`config.mk`:
```
export PLATFORM = sky130hd
export DESIGN_NAME = bca_cdr_ctrl
export DESIGN_NICKNAME = d
export VERILOG_FILES = /design/src/common/bca_pkg.sv /design/src/common/bca_burst_if.sv /design/src/rtl/bca_burst_detect.sv /design/src/rtl/bca_cdr_ctrl.sv
export SDC_FILE = /design/constraint.sdc
export NUM_CORES = 1
export LEC_CHECK = 0
export BUFFER_PORTS_ARGS = -buffer_cell sky130_fd_sc_hd__buf_2
export CORE_MARGIN = 4
export CORE_UTILIZATION = 50
export DETAILED_ROUTE_END_ITERATION = 16
export PLACE_DENSITY = 0.67
export SYNTH_ARGS = -nofsm -noshare
export SYNTH_HDL_FRONTEND = slang
export SYNTH_SLANG_ARGS = --single-unit
```
`constraint.sdc`:
```
create_clock -name i_clk -period 6.82 [get_ports i_clk]
set_clock_uncertainty 0.2 [all_clocks]
set_input_delay 1.364 -clock i_clk [delete_from_list [all_inputs] [get_ports i_clk]]
set_output_delay 1.364 -clock i_clk [all_outputs]
set_load 0.01 [all_outputs]
```
`src/common/bca_pkg.sv`:
```
/*
  Shared constants, state encoding and subaddress map for the burst CDR control block.
  Assumes a single 50 MHz system clock and the sampled I2C and link pins behind it.
*/
package bca_pkg;
  // ======================================================
  // Timing
  localparam int CLK_HZ = 50_000_000;
  localparam int ACQ_TIME_MS = 10;
  localparam int ACQ_CYCLES = (CLK_HZ / 1000) * ACQ_TIME_MS;
  localparam int PRE_UI = 12;

  // ======================================================
  // Bus address and framing
  localparam logic [4:0] ADDR_HI_BITS = 5'h10;
  localparam logic [3:0] BITS_PER_BYTE = 4'h8;

  // ======================================================
  // Subaddresses and register indices
  localparam logic [7:0] SUB_CFG_RD = 8'h05;
  localparam logic [7:0] SUB_TRIG_RD = 8'h06;
  localparam logic [7:0] SUB_CFG = 8'h08;
  localparam logic [7:0] SUB_TRIG = 8'h09;
  localparam logic [7:0] SUB_OUTC = 8'h11;
  localparam logic [7:0] SUB_OUTD = 8'h22;
  localparam logic [2:0] IDX_CFG_RD = 3'h0;
  localparam logic [2:0] IDX_TRIG_RD = 3'h1;
  localparam logic [2:0] IDX_CFG = 3'h2;
  localparam logic [2:0] IDX_TRIG = 3'h3;
  localparam logic [2:0] IDX_OUTC = 3'h4;
  localparam logic [2:0] IDX_OUTD = 3'h5;
  localparam logic [2:0] IDX_LAST = 3'h5;
  localparam logic [7:0] CTRL_RST = 8'h00;

  // ======================================================
  // Field positions
  localparam int CFG_LOCK_REF_BIT = 0;
  localparam int CFG_RATIO_LSB = 2;
  localparam int CFG_RANGE_LSB = 6;
  localparam int TRIG_ACQ_BIT = 5;

  // ======================================================
  // Slave states, Gray along the usual path
  typedef enum logic [3:0] {
    ST_IDLE = 4'h0,
    ST_ADDR = 4'h1,
    ST_ADDR_ACK = 4'h3,
    ST_SUB = 4'h2,
    ST_SUB_ACK = 4'h6,
    ST_WDATA = 4'h7,
    ST_WACK = 4'h5,
    ST_RDATA = 4'h4,
    ST_RACK = 4'hc
  } bca_state_t;

  // Returns {valid, index}
  function automatic logic [3:0] bca_sub_lookup(input logic [7:0] sub);
    logic [3:0] r;
    r = 4'h0;
    if (sub == SUB_CFG_RD) r = {1'b1, IDX_CFG_RD};
    else if (sub == SUB_TRIG_RD) r = {1'b1, IDX_TRIG_RD};
    else if (sub == SUB_CFG) r = {1'b1, IDX_CFG};
    else if (sub == SUB_TRIG) r = {1'b1, IDX_TRIG};
    else if (sub == SUB_OUTC) r = {1'b1, IDX_OUTC};
    else if (sub == SUB_OUTD) r = {1'b1, IDX_OUTD};
    return r;
  endfunction : bca_sub_lookup
endpackage : bca_pkg

```
`src/common/bca_burst_if.sv`:
```
/*
  Carrier between the control top and the preamble detector.
  Assumes both ends run on the same system clock.
*/
interface bca_burst_if;
  logic link_rise;
  logic link_bit;
  logic burst_reset;
  logic valid_n;
  modport det(input link_rise, input link_bit, input burst_reset, output valid_n);
  modport core(output link_rise, output link_bit, output burst_reset, input valid_n);
endinterface : bca_burst_if

```
`src/rtl/bca_burst_detect.sv`:
```
/*
  Preamble detector: counts alternating bits and flags valid data, active low.
  Assumes link edges and burst reset arrive already synchronised to i_clk.
*/
module bca_burst_detect
  import bca_pkg::*;
(
  input wire logic i_clk,
  input wire logic i_rst_b,
  bca_burst_if.det bif
);
  logic [3:0] run_reg, run_next;
  logic prev_reg, prev_next;
  logic valid_n_reg, valid_n_next;

  // ======================================================
  // Alternation counter
  always_comb begin
    run_next = run_reg;
    prev_next = prev_reg;
    valid_n_next = valid_n_reg;
    if (bif.burst_reset) begin
      run_next = 4'h0;
      valid_n_next = 1'b1;
    end else if (bif.link_rise && valid_n_reg) begin
      prev_next = bif.link_bit;
      if (run_reg == 4'h0 || bif.link_bit == prev_reg) run_next = 4'h1;
      else run_next = run_reg + 4'h1;
      if (run_reg != 4'h0 && bif.link_bit != prev_reg && run_reg == 4'(PRE_UI - 1)) begin
        valid_n_next = 1'b0;
      end
    end
  end

  always_ff @(posedge i_clk or negedge i_rst_b) begin
    if (!i_rst_b) begin
      run_reg <= 4'h0;
      prev_reg <= 1'b0;
      valid_n_reg <= 1'b1;
    end else begin
      run_reg <= run_next;
      prev_reg <= prev_next;
      valid_n_reg <= valid_n_next;
    end
  end

  assign bif.valid_n = valid_n_reg;

  // ======================================================
  // Checks
  a_valid_at_twelve: assert property (@(posedge i_clk) disable iff (!i_rst_b)
    $fell(valid_n_reg) |-> $past(run_reg) == 4'(PRE_UI - 1) && $past(bif.link_rise))
    else $error("valid asserted before twelve alternating bits");
  a_valid_hold: assert property (@(posedge i_clk) disable iff (!i_rst_b)
    (!valid_n_reg && !bif.burst_reset) |=> !valid_n_reg)
    else $error("valid dropped without burst reset");
  a_valid_clear: assert property (@(posedge i_clk) disable iff (!i_rst_b)
    bif.burst_reset |=> valid_n_reg)
    else $error("valid not cleared by burst reset");
  c_valid_seen: cover property (@(posedge i_clk) disable iff (!i_rst_b) $fell(valid_n_reg));
endmodule : bca_burst_detect

```
`src/rtl/bca_cdr_ctrl.sv`:
```
/*
  Control top of the burst CDR: I2C slave, control registers, frequency acquisition
  sequencing, burst output gating and squelch.
  Assumes all pins are asynchronous to i_clk; the link clock is slow enough to sample.
*/
// Overview of operation
// - Writing trigger one then zero starts a roughly 10 ms frequency acquisition.
// - Alternating preamble is detected and phase acquired within 12 UI.
// - Data valid goes low 12 UI after alternating pattern starts.
// - Data valid stays low until burst reset, then returns high.
// - Squelch high forces recovered clock and data outputs to zero.
// - Bus address is 1, 0000, then two strap bits.
// - Last bit of first byte: one is read, zero is write.
// - Start is SDA falling while SCK high; eight bits follow MSB first.
// - Matching address is acknowledged on ninth pulse; otherwise stay idle.
// - Second byte is starting subaddress; six subaddresses exist.
// - Subaddress auto-increments after each data byte for reads and writes.
// - Start or stop anywhere returns the slave to idle or address phase.
// - Unknown subaddress gets no acknowledge and slave returns to idle.
// - Reads past last subaddress repeat last register until master not-acknowledges.
// - Two-bit range field selects reference band, default 10 to 25 MHz.
// - Four-bit ratio field sets lock target data rate over 2^n.
// - Writable control registers reset to all zeros.
module bca_cdr_ctrl
  import bca_pkg::*;
#(
  parameter int ACQ_CYCLES_P = ACQ_CYCLES
) (
  input wire logic i_clk,
  input wire logic i_rst_b,
  input wire logic i_scl,
  input wire logic i_sda,
  output logic o_sda_out,
  output logic o_sda_oe_b,
  input wire logic i_addr_strap2,
  input wire logic i_addr_strap1,
  input wire logic i_link_clk,
  input wire logic i_link_data,
  input wire logic i_burst_reset,
  input wire logic i_squelch,
  output logic o_clk_out,
  output logic o_data_out,
  output logic o_burst_data_valid_n,
  output logic o_lock_to_ref,
  output logic [1:0] o_ref_range,
  output logic [3:0] o_rate_ratio,
  output logic o_freq_locked,
  output logic o_acq_busy,
  output logic [7:0] o_out_ctrl_c,
  output logic [7:0] o_out_ctrl_d
);
  localparam int ACQ_W = $clog2(ACQ_CYCLES_P + 1);

  // ======================================================
  // Pin synchronisers
  logic [7:0] sy1_reg, sy2_reg;
  logic [2:0] dly_reg;
  always_ff @(posedge i_clk or negedge i_rst_b) begin
    if (!i_rst_b) begin
      sy1_reg <= 8'hc0;
      sy2_reg <= 8'hc0;
      dly_reg <= 3'h6;
    end else begin
      sy1_reg <= {i_scl, i_sda, i_addr_strap2, i_addr_strap1, i_link_clk, i_link_data, i_burst_reset, i_squelch};
      sy2_reg <= sy1_reg;
      dly_reg <= {sy2_reg[7], sy2_reg[6], sy2_reg[3]};
    end
  end

  logic scl, sda, scl_d, sda_d, lclk, lclk_d, ldata, breset, squelch;
  logic [6:0] bus_device_address;
  assign scl = sy2_reg[7];
  assign sda = sy2_reg[6];
  assign lclk = sy2_reg[3];
  assign ldata = sy2_reg[2];
  assign breset = sy2_reg[1];
  assign squelch = sy2_reg[0];
  assign scl_d = dly_reg[2];
  assign sda_d = dly_reg[1];
  assign lclk_d = dly_reg[0];
  assign bus_device_address = {ADDR_HI_BITS, sy2_reg[5], sy2_reg[4]};

  logic start_cond, stop_cond, scl_rise, scl_fall;
  assign start_cond = scl && scl_d && sda_d && !sda;
  assign stop_cond = scl && scl_d && !sda_d && sda;
  assign scl_rise = scl && !scl_d;
  assign scl_fall = !scl && scl_d;

  // ======================================================
  // Control registers
  logic [7:0] cfg_reg, cfg_next, trig_reg, trig_next, outc_reg, outc_next, outd_reg, outd_next;
  logic arm_reg, arm_next, busy_reg, busy_next, locked_reg, locked_next;
  logic [ACQ_W-1:0] acq_cnt_reg, acq_cnt_next;
  logic acq_start;

  // ======================================================
  // I2C slave
  bca_state_t st_reg, st_next;
  logic [3:0] bit_reg, bit_next;
  logic [7:0] sh_reg, sh_next, tx_reg, tx_next;
  logic pull_reg, pull_next, rw_reg, rw_next, wr_stb;
  logic [2:0] idx_reg, idx_next, idx_inc;
  logic [3:0] sub_hit;
  logic [7:0] rd_now, rd_inc;
  logic addr_match;

  function automatic logic [7:0] rd_byte(input logic [2:0] i);
    logic [7:0] r;
    r = 8'h00;
    if (i == IDX_CFG_RD) r = cfg_reg;
    else if (i == IDX_TRIG_RD) r = trig_reg;
    return r;
  endfunction : rd_byte

  assign addr_match = sh_reg[7:1] == bus_device_address;
  assign sub_hit = bca_sub_lookup(sh_reg);
  assign idx_inc = (idx_reg == IDX_LAST) ? idx_reg : idx_reg + 3'h1;
  assign rd_now = rd_byte(idx_reg);
  assign rd_inc = rd_byte(idx_inc);

  always_comb begin
    st_next = st_reg;
    bit_next = bit_reg;
    sh_next = sh_reg;
    tx_next = tx_reg;
    pull_next = pull_reg;
    idx_next = idx_reg;
    rw_next = rw_reg;
    wr_stb = 1'b0;
    if (stop_cond) begin
      st_next = ST_IDLE;
      pull_next = 1'b0;
    end else if (start_cond) begin
      st_next = ST_ADDR;
      bit_next = 4'h0;
      pull_next = 1'b0;
    end else if (scl_rise) begin
      case (st_reg)
        ST_ADDR, ST_SUB, ST_WDATA: begin
          sh_next = {sh_reg[6:0], sda};
          bit_next = bit_reg + 4'h1;
        end
        ST_RDATA: bit_next = bit_reg + 4'h1;
        ST_RACK: if (sda) st_next = ST_IDLE;
        default: ;
      endcase
    end else if (scl_fall) begin
      case (st_reg)
        ST_ADDR: if (bit_reg == BITS_PER_BYTE) begin
          if (addr_match) begin
            st_next = ST_ADDR_ACK;
            pull_next = 1'b1;
            rw_next = sh_reg[0];
          end else begin
            st_next = ST_IDLE;
          end
        end
        ST_ADDR_ACK: begin
          bit_next = 4'h0;
          if (rw_reg) begin
            st_next = ST_RDATA;
            pull_next = ~rd_now[7];
            tx_next = {rd_now[6:0], 1'b0};
          end else begin
            st_next = ST_SUB;
            pull_next = 1'b0;
          end
        end
        ST_SUB: if (bit_reg == BITS_PER_BYTE) begin
          if (sub_hit[3]) begin
            st_next = ST_SUB_ACK;
            pull_next = 1'b1;
            idx_next = sub_hit[2:0];
          end else begin
            st_next = ST_IDLE;
          end
        end
        ST_SUB_ACK, ST_WACK: begin
          st_next = ST_WDATA;
          pull_next = 1'b0;
          bit_next = 4'h0;
        end
        ST_WDATA: if (bit_reg == BITS_PER_BYTE) begin
          st_next = ST_WACK;
          pull_next = 1'b1;
          wr_stb = 1'b1;
          idx_next = idx_inc;
        end
        ST_RDATA: begin
          if (bit_reg == BITS_PER_BYTE) begin
            st_next = ST_RACK;
            pull_next = 1'b0;
          end else begin
            pull_next = ~tx_reg[7];
            tx_next = {tx_reg[6:0], 1'b0};
          end
        end
        ST_RACK: begin
          st_next = ST_RDATA;
          bit_next = 4'h0;
          idx_next = idx_inc;
          pull_next = ~rd_inc[7];
          tx_next = {rd_inc[6:0], 1'b0};
        end
        default: ;
      endcase
    end
  end

  always_ff @(posedge i_clk or negedge i_rst_b) begin
    if (!i_rst_b) begin
      st_reg <= ST_IDLE;
      bit_reg <= 4'h0;
      sh_reg <= 8'h00;
      tx_reg <= 8'h00;
      pull_reg <= 1'b0;
      idx_reg <= IDX_CFG_RD;
      rw_reg <= 1'b0;
    end else begin
      st_reg <= st_next;
      bit_reg <= bit_next;
      sh_reg <= sh_next;
      tx_reg <= tx_next;
      pull_reg <= pull_next;
      idx_reg <= idx_next;
      rw_reg <= rw_next;
    end
  end

  assign o_sda_out = 1'b0;
  assign o_sda_oe_b = ~pull_reg;

  // ======================================================
  // Register writes and acquisition sequencing
  // Arm on a written one, fire on the following zero if not busy; a zero alone is a no-op.
  always_comb begin
    cfg_next = cfg_reg;
    trig_next = trig_reg;
    outc_next = outc_reg;
    outd_next = outd_reg;
    arm_next = arm_reg;
    acq_start = 1'b0;
    if (wr_stb) begin
      if (idx_reg == IDX_CFG) cfg_next = sh_reg;
      else if (idx_reg == IDX_OUTC) outc_next = sh_reg;
      else if (idx_reg == IDX_OUTD) outd_next = sh_reg;
      else if (idx_reg == IDX_TRIG) begin
        trig_next = sh_reg;
        if (sh_reg[TRIG_ACQ_BIT]) begin
          arm_next = 1'b1;
        end else begin
          arm_next = 1'b0;
          acq_start = arm_reg && !busy_reg;
        end
      end
    end
  end

  always_comb begin
    busy_next = busy_reg;
    locked_next = locked_reg;
    acq_cnt_next = acq_cnt_reg;
    if (acq_start) begin
      busy_next = 1'b1;
      locked_next = 1'b0;
      acq_cnt_next = '0;
    end else if (busy_reg) begin
      if (acq_cnt_reg == ACQ_W'(ACQ_CYCLES_P - 1)) begin
        busy_next = 1'b0;
        locked_next = 1'b1;
      end else begin
        acq_cnt_next = acq_cnt_reg + 1'b1;
      end
    end
  end

  always_ff @(posedge i_clk or negedge i_rst_b) begin
    if (!i_rst_b) begin
      cfg_reg <= CTRL_RST;
      trig_reg <= CTRL_RST;
      outc_reg <= CTRL_RST;
      outd_reg <= CTRL_RST;
      arm_reg <= 1'b0;
      busy_reg <= 1'b0;
      locked_reg <= 1'b0;
      acq_cnt_reg <= '0;
    end else begin
      cfg_reg <= cfg_next;
      trig_reg <= trig_next;
      outc_reg <= outc_next;
      outd_reg <= outd_next;
      arm_reg <= arm_next;
      busy_reg <= busy_next;
      locked_reg <= locked_next;
      acq_cnt_reg <= acq_cnt_next;
    end
  end

  assign o_lock_to_ref = cfg_reg[CFG_LOCK_REF_BIT];
  assign o_ref_range = cfg_reg[CFG_RANGE_LSB+:2];
  assign o_rate_ratio = cfg_reg[CFG_RATIO_LSB+:4];
  assign o_freq_locked = locked_reg;
  assign o_acq_busy = busy_reg;
  assign o_out_ctrl_c = outc_reg;
  assign o_out_ctrl_d = outd_reg;

  // ======================================================
  // Burst path and squelch
  logic clk_out_reg, clk_out_next, dout_reg, dout_next;
  bca_burst_if bif();
  assign bif.link_rise = lclk && !lclk_d;
  assign bif.link_bit = ldata;
  assign bif.burst_reset = breset;

  bca_burst_detect u_detect (
    .i_clk(i_clk),
    .i_rst_b(i_rst_b),
    .bif(bif)
  );

  always_comb begin
    clk_out_next = squelch ? 1'b0 : lclk;
    dout_next = dout_reg;
    if (squelch) dout_next = 1'b0;
    else if (bif.link_rise) dout_next = ldata;
  end

  always_ff @(posedge i_clk or negedge i_rst_b) begin
    if (!i_rst_b) begin
      clk_out_reg <= 1'b0;
      dout_reg <= 1'b0;
    end else begin
      clk_out_reg <= clk_out_next;
      dout_reg <= dout_next;
    end
  end

  assign o_clk_out = clk_out_reg;
  assign o_data_out = dout_reg;
  assign o_burst_data_valid_n = bif.valid_n;

  // ======================================================
  // Checks
  a_squelch_zero: assert property (@(posedge i_clk) disable iff (!i_rst_b)
    squelch |=> (!o_clk_out && !o_data_out))
    else $error("outputs not zero under squelch");
  a_start_addr: assert property (@(posedge i_clk) disable iff (!i_rst_b)
    (start_cond && !stop_cond) |=> (st_reg == ST_ADDR && bit_reg == 4'h0))
    else $error("start did not open address phase");
  a_stop_idle: assert property (@(posedge i_clk) disable iff (!i_rst_b)
    stop_cond |=> (st_reg == ST_IDLE && !pull_reg))
    else $error("stop did not return to idle");
  a_addr_ack: assert property (@(posedge i_clk) disable iff (!i_rst_b)
    (st_reg == ST_ADDR && scl_fall && !start_cond && !stop_cond && bit_reg == BITS_PER_BYTE)
    |=> (pull_reg == $past(addr_match)) && (st_reg == ($past(addr_match) ? ST_ADDR_ACK : ST_IDLE)))
    else $error("address acknowledge wrong");
  a_read_dir: assert property (@(posedge i_clk) disable iff (!i_rst_b)
    (st_reg == ST_ADDR_ACK && scl_fall && !start_cond && !stop_cond)
    |=> (st_reg == ($past(rw_reg) ? ST_RDATA : ST_SUB)))
    else $error("direction bit not honoured");
  a_bad_sub: assert property (@(posedge i_clk) disable iff (!i_rst_b)
    (st_reg == ST_SUB && scl_fall && !start_cond && !stop_cond && bit_reg == BITS_PER_BYTE && !sub_hit[3])
    |=> (st_reg == ST_IDLE && !pull_reg))
    else $error("invalid subaddress acknowledged");
  a_auto_inc: assert property (@(posedge i_clk) disable iff (!i_rst_b)
    (wr_stb && idx_reg != IDX_LAST) |=> idx_reg == $past(idx_reg) + 3'h1)
    else $error("subaddress did not advance");
  a_read_sat: assert property (@(posedge i_clk) disable iff (!i_rst_b)
    (st_reg == ST_RACK && idx_reg == IDX_LAST && scl_fall && !start_cond && !stop_cond)
    |=> idx_reg == IDX_LAST)
    else $error("read ran past last subaddress");
  a_acq_begin: assert property (@(posedge i_clk) disable iff (!i_rst_b)
    acq_start |=> (busy_reg && !locked_reg && acq_cnt_reg == '0) ##1 (busy_reg && !locked_reg && acq_cnt_reg == ACQ_W'(1)))
    else $error("acquisition did not start");
  a_trig_ignore: assert property (@(posedge i_clk) disable iff (!i_rst_b)
    (wr_stb && idx_reg == IDX_TRIG && !sh_reg[TRIG_ACQ_BIT] && (!arm_reg || busy_reg))
    |=> (busy_reg == $past(busy_reg) && locked_reg == $past(locked_reg)))
    else $error("incomplete trigger disturbed acquisition");
  a_reg_write: assert property (@(posedge i_clk) disable iff (!i_rst_b)
    (wr_stb && idx_reg == IDX_CFG) |=> o_ref_range == $past(sh_reg[7:6]))
    else $error("range field not written");
  c_write_byte: cover property (@(posedge i_clk) disable iff (!i_rst_b) wr_stb);
  c_read_ack: cover property (@(posedge i_clk) disable iff (!i_rst_b) st_reg == ST_RACK && scl_fall);
  c_acq_done: cover property (@(posedge i_clk) disable iff (!i_rst_b) $rose(locked_reg));
endmodule : bca_cdr_ctrl

```
==> summary.txt, run 1 <==
STA
  – Min cycle time layout: between 3 and 4 ns
  – Final hold violation count: 0
  – Rel. slew slack: approximately a third
  – Worst-margin pin slew: around 1 ns
  – RSZ-0062 raised after global routing: false
  – Final setup vio count: 0
  – Fin crit share: a little under half
  – Total Negative Setup Slacks: 0 ns
  – Final worst-path setup slack: approximately 3.7 ns
  – Fmax: about 320 MHz
  – Max Slew Vio Count: 0

Drt
  – DRC violations left: 0
  – Vias/cell: ~5.8
  – Avg WL per Cell: about 17 um
  – Post-Route WL: around 12 mm
  – Drt pass-1 iters: 4
  – ANT nets after route: 0
  – Vias: 3984
  – 1st-iter DRT viols: approximately 230

Critical path
  – Worst Setup Path Type: reg2reg
  – Slowest cell on crit path: and3_1
  – CP required: roughly 7 ns
  – Max FO, Critical Path: 18
  – CP startpoint kind: register
  – CP Cell Sequence: inv_1, ha_1, nand2b_1, a2111oi_4, and3_1, and3_1, nor2_1
  – Crit path DAT: 3.17 ns
  – CP most frequent cell: and3_1
  – Worst Path Buf+Inv: 1
  – Largest stage delay on the critical path: 0.66 ns
  – CP top delay family: simple AND/OR/NAND/NOR gates
  – Element type at the critical path end: register

Floorplanning
  – Die W: ~110 um
  – Die Ht: 114 um
  – DIE AREA: 0.0130 mm2
  – Core area: about 0.011 mm2
  – Ports: 40
  – Initial Util: between 50% and 60%
  – Row count: 38

Synthesis
  – Syn Nets: roughly 540
  – Number of synthesized flops with an enable pin: 0
  – Post-synth top flop: dfrtp_1
  – Distinct cells, synth: 67
  – Register area share after synthesis: approximately 48%
  – Async S/R FF share, synth: 100%
  – #FFs+latches synth: around 110
  – Syn avg cell area: 10.8 um2
  – Synth Warn #: 0
  – Synth Cell Area: between 0.005 and 0.006 mm2
  – Cells after Synth: approximately 520

Final layout
  – Area grow syn2layout: 8.77%
  – Max reg flops: 19
  – Fin util: 56.1%
  – Share of layout cells above drive strength 1: 23.9%
  – ANT cells: 0
  – Nets: around 560

Global routing
  – Largest net degree at the start of global routing: 65
  – Overflow after GRT: 0
  – First-pass GRT wire length: between 20 and 25 mm
  – Number of global-route vias before repair: ~4000
  – Total GRT Usage: 19.2%
  – Initial antenna violation count: 0

Clock network
  – Hold buffer count at CTS: 0
  – Clock latency on the worst-skew pair: ~0.36 ns
  – Max Root-Sink Buffers: 2
  – Clock transition at path regs: about 0.08 ns
  – Clock sink total: approximately 110
  – Postcts setup bufs: 0
  – H-tree depth: 3
  – CTS tree: done
  – TritonCTS Buffers: 9
  – Root Buffer Master: clkbuf_16
  – Post_cts resized: 0

Placed design
  – Buffers on Ports: 38
  – Pre-CTS WS: roughly 3.6 ns
  – Placer Congestion: 0.923
  – Post-detail-place hpwl: roughly 8.0 mm

Run status
  – Result of the run: finished, final reports clean

Pwr
  – Pwr dens: slightly above 200 mW/mm2
  – Int Power: ~0.93 mW
  – Static Leak: between 2 and 3 nW
  – Net Sw Frac: 24.8%
  – Reg power frac: between 50 and 60%
  – Comb power frac: between 4 and 5%
  – Clock Power Share: between 40% and 50%
  – Psw: a little over 0.3 mW
  – Worst vdd ir: 0.220 mV

Min path
  – HP Class: reg2reg

Flow run
  – Max_cap viols: 0
-- cells by family after synthesis --
family | count (synthesis) | share of synthesized area, %
simple gates | 168 | 16.8
flops | 108 | 48.1
compound gates | 94 | 11.6
mux | 65 | 12.8
buf+inv | 51 | 4.26
xor+xnor | 21 | 3.51
fa+ha+maj | 13 | 2.89
other cells | 1 | 0.0665
-- worst paths after layout --
kind / startpoint / to / slack (ns) / depth (start not counted)
min reg2reg: sy1_reg[0] / sy2_reg[0] / 0.15 / 0
max: dly_reg[2] / acq_cnt_reg[8] / 3.66 / 7
min in group asynchronous: i_rst_b / bit_reg[1] / 0.79 / 1
min: sy1_reg[0] / sy2_reg[0] / 0.15 / 0
max reg2reg: dly_reg[2] / acq_cnt_reg[8] / 3.66 / 7
max in group asynchronous: i_rst_b / acq_cnt_reg[2] / 4.43 / 2
-- layout by cell type, fill, tap and decap left out, types with 3 or more instances in the layout --
cell	Yosys	routed
ha_1	13	13
nand3_1	12	12
or3b_2	3	3
nand2b_1	5	5
nor2b_1	7	7
o211ai_1	4	4
dfstp_2	7	7
o21ai_0	19	19
buf_2	6	37
nand2_1	42	42
o22ai_1	3	3
a22o_1	3	3
or3_1	8	8
dfrtp_1	101	101
a22oi_1	8	8
nand3b_1	6	6
a211oi_1	5	5
clkinvlp_4	0	4
mux2_2	58	58
nor3b_1	4	4
nor4b_1	3	3
clkbuf_16	0	9
and3_1	8	8
mux2i_1	7	7
xor2_1	8	8
nor2_1	33	33
o31ai_1	4	4
a21oi_1	21	21
inv_1	20	20
nand4_1	7	7
o2111ai_1	5	5
xnor2_1	12	12
nor3_1	11	11
-- synthesized netlist by cell type (11+ instances only) --
library cell / number / share of area, %
buf_4: 11 / 1.5
nand3_1: 12 / 1.1
inv_1: 20 / 1.3
dfrtp_1: 101 / 45
o21ai_0: 19 / 1.7
nand2_1: 42 / 2.8
a21oi_1: 21 / 1.9
xnor2_1: 12 / 1.9
ha_1: 13 / 2.9
mux2_2: 58 / 12
clkbuf_1: 14 / 0.93
nor2_1: 33 / 2.2
nor3_1: 11 / 0.98
-- per-layer routing --
layer | wire, um | track usage, % | vias up
met5 | 0 | 0 | -
met2 | 5470 | 30.6 | 97
met4 | 115 | 5.23 | 0
li1 | - | - | 1912
met3 | 644 | 5.97 | 10
met1 | 5310 | 25.5 | 1965
-- final cells by class --
type	instances	area, um2
Clock buffer	9	225
Clock inverter	7	58.8
Fill cell	983	4800
Multi-Input combinational cell	362	2690
Timing Repair Buffer	39	200
Tap cell	140	175
Sequential cell	108	2710
Inverter	20	75.1
-- per-stage QoR --
stage / std cells / power [mW] / instance area, um2 / hold slack (ns)
6_report: 685 / 1.24 / 6130 / 0.151
3_5_place_dp: 669 / 0.752 / 5850 / 0.138
4_1_cts: 685 / 1.26 / 6130 / 0.151
2_1_floorplan: 521 / 0.724 / 5640 / 0.131
5_1_grt: 685 / 1.30 / 6130 / 0.162
3_3_place_gp: 669 / 0.749 / 5850 / 0.133
-- power by group through the flow --
stage | clock network, mW | registers (mW) | logic (mW)
finish | 0.501 | 0.677 | 0.0611
global route | 0.548 | 0.680 | 0.0691
CTS | 0.516 | 0.677 | 0.0624
detailed placement | 0 | 0.690 | 0.0622
global placement | 0 | 0.689 | 0.0603
floorplan | 0 | 0.676 | 0.0481
Power figures use the tool's default switching activity.
==> run 2: changes to the inputs <==
- PLACE_DENSITY: 0.67 -> 0.7
- clock period: 6.82 -> 2.75 ns (I/O delays scaled with it)
==> summary.txt, run 2 (synthesis gave the netlist of run 1 again) <==
Critical path
  – Crit path DAT: 2.56 ns (-0.61 ns)
  – Worst Setup Path Type: reg2reg
  – CP startpoint kind: register
  – CP required: 2.78 ns (-4.05 ns)
  – Element type at the critical path end: register
  – Max FO, Critical Path: 8 (-10)

Clock network
  – Postcts setup bufs: 0 (unchanged)
  – Root Buffer Master: clkbuf_16
  – Max Root-Sink Buffers: 2 (unchanged)
  – H-tree depth: 3 (unchanged)
  – CTS tree: done
  – Clock latency on the worst-skew pair: 0.35 ns (about the same)
  – Clock transition at path regs: 0.07 ns (about the same)
  – Post_cts resized: 0 (unchanged)
  – Hold buffer count at CTS: 0 (unchanged)
  – TritonCTS Buffers: 9 (unchanged)
  – Clock sink total: 108 (unchanged)

Global routing
  – First-pass GRT wire length: 19.9 mm (-0.90%)
  – Most Used Layer, Global Route: met2
  – Met2 GRT Util: 29.9% (-0.62 points)
  – Total GRT Usage: 19.0% (-0.20 points)
  – Number of global-route vias before repair: 4052 (+0.42%)
  – Grt met3 use: 3.81% (-2.2 points)
  – Largest net degree at the start of global routing: 109 (+68%)
  – Overflow after GRT: 0 (unchanged)
  – Routing usage on met1: 25.8% (+0.27 points)
  – Initial antenna violation count: 0 (unchanged)

Placed design
  – Placer Congestion: 0.872 (-5.5%)
  – # placed instances: 685 (+2.4%)
  – Post-detail-place hpwl: 7.97 mm (-0.29%)
  – Buffers on Ports: 38 (unchanged)

STA
  – Final hold violation count: 0 (unchanged)
  – Fin crit share: 91.8% (+45 points)
  – Rel. slew slack: 46.0% (+11 points)
  – Total Negative Setup Slacks: 0 ns (unchanged)
  – RSZ-0062 raised after global routing: false
  – Fmax: 396 MHz (+25%)
  – Worst-margin pin slew: 0.804 ns (-0.168 ns)
  – Max Slew Vio Count: 0 (unchanged)
  – Min cycle time layout: 2.52 ns (-0.638 ns)
  – Final setup vio count: 0 (unchanged)

Drt
  – 1st-iter DRT viols: 323 (+44%)
  – DRC violations left: 0 (unchanged)
  – Vias: 4041 (+1.4%)
  – Avg WL per Cell: 16.2 um (-4.1%)
  – ANT nets after route: 0 (unchanged)
  – Vias/cell: 5.76 (-0.88%)
  – Drt pass-1 iters: 5 (+1)
  – Post-Route WL: 11.3 mm (-1.9%)

Pwr
  – Pwr dens: 503 mW/mm2 (+150%)
  – Static Leak: 2.88 nW (+4.0%)
  – Worst vdd ir: 0.411 mV (+87%)
  – Power Total: 3.16 mW (+160%)

Final layout
  – FF+latch area: 0.00271 mm2 (unchanged)
  – Fillers: 946 (-3.8%)
  – Nets: 579 (+2.8%)
  – Non-filler cells, final: 701 (+2.3%)
  – Max reg flops: 19 (unchanged)
  – Share of layout cells above drive strength 1: 26.0% (+2.2 points)
  – Most common cell after layout, fill and taps aside: dfrtp_1
  – ANT cells: 0 (unchanged)
  – Commonest cells after routing, fill and taps aside: dfrtp_1, mux2_2, nand2_1, buf_2, nor2_1
  – Area grow syn2layout: 11.6%
  – Area of the multi-input gates: 0.00269 mm2 (unchanged)

Floorplanning
  – Row count: 38 (unchanged)
  – DIE AREA: 0.0130 mm2 (unchanged)
  – Die W: 114 um (unchanged)
  – Ports: 40 (unchanged)
  – Initial Util: 51.5% (unchanged)
  – Die Ht: 114 um (unchanged)
  – Core area: 0.0109 mm2 (unchanged)

Run status
  – Result of the run: finished, final reports clean

Min path
  – HP Class: in2async

Flow run
  – Max_cap viols: 0 (unchanged)
==> run 2: changes by cell type in the layout (fill, tap and decap cells not counted), sizes merged <==
cell      delta
clkbuf       +1
clkinv       +2
clkinvlp     -3
bufinv       +1
inv          -1
buf         +16
==> run 2: cell type report <==
type | instances | area share, %
Clock buffer | 10 | 3.80
Tap cell | 140 | 2.78
Sequential cell | 108 | 43.1
Clock inverter | 6 | 1.13
Multi-Input combinational cell | 362 | 42.7
Timing Repair Buffer | 55 | 5.29
Inverter | 20 | 1.19
==> run 2: worst paths after layout <==
check,from,endpoint,slack (ns),depth (start not counted)
worst min-delay path,i_rst_b,u_detect.run_reg[0],0.04,2
worst min register to register,sy1_reg[0],sy2_reg[0],0.15,0
worst max-delay path,dly_reg[2],o_out_ctrl_c[1],0.23,6
worst max register to register,dly_reg[2],o_out_ctrl_c[1],0.23,6
min in group i_clk,i_sda,sy1_reg[6],0.10,1
max in group asynchronous,i_rst_b,trig_reg[1],1.87,2
==> run 2: report_power, final <==
group | leakage, nW | internal (mW) | switching [mW]
clock network | 0.151 | 0.738 | 0.581
logic | 1.28 | 0.0727 | 0.111
registers | 1.45 | 1.63 | 0.0351
==> run 2: stage by stage <==
| stage | hold WS [ns] | util (%) | setup slack (ns) | instance area, um2 |
|---|---|---|---|---|
| 5_1_grt | 0.0843 | 57.5 | 0.0868 | 6290 |
| 2_1_floorplan | 0.0544 | - | 0.168 | 5640 |
| 6_report | 0.0445 | 57.5 | 0.226 | 6290 |
| 3_3_place_gp | 0.134 | 54.7 | 0.269 | 5980 |
| 4_1_cts | 0.0790 | 57.5 | 0.200 | 6290 |
| 3_5_place_dp | 0.135 | 54.7 | 0.186 | 5980 |
==> run 2: critical path, stage by stage, from the launching register on <==
cell	delay, ns
dfstp_2	0.54
inv_1	0.04
ha_1	0.18
nand2b_1	0.18
a2111oi_4	0.45
nand3_1	0.41
mux2_2	0.41
==> run 2: per-layer routing <==
metal / wire (um) / vias up
met4: 217 / 0
met2: 5330 / 102
met5: 0 / -
li1: - / 1945
met3: 529 / 21
met1: 5250 / 1973
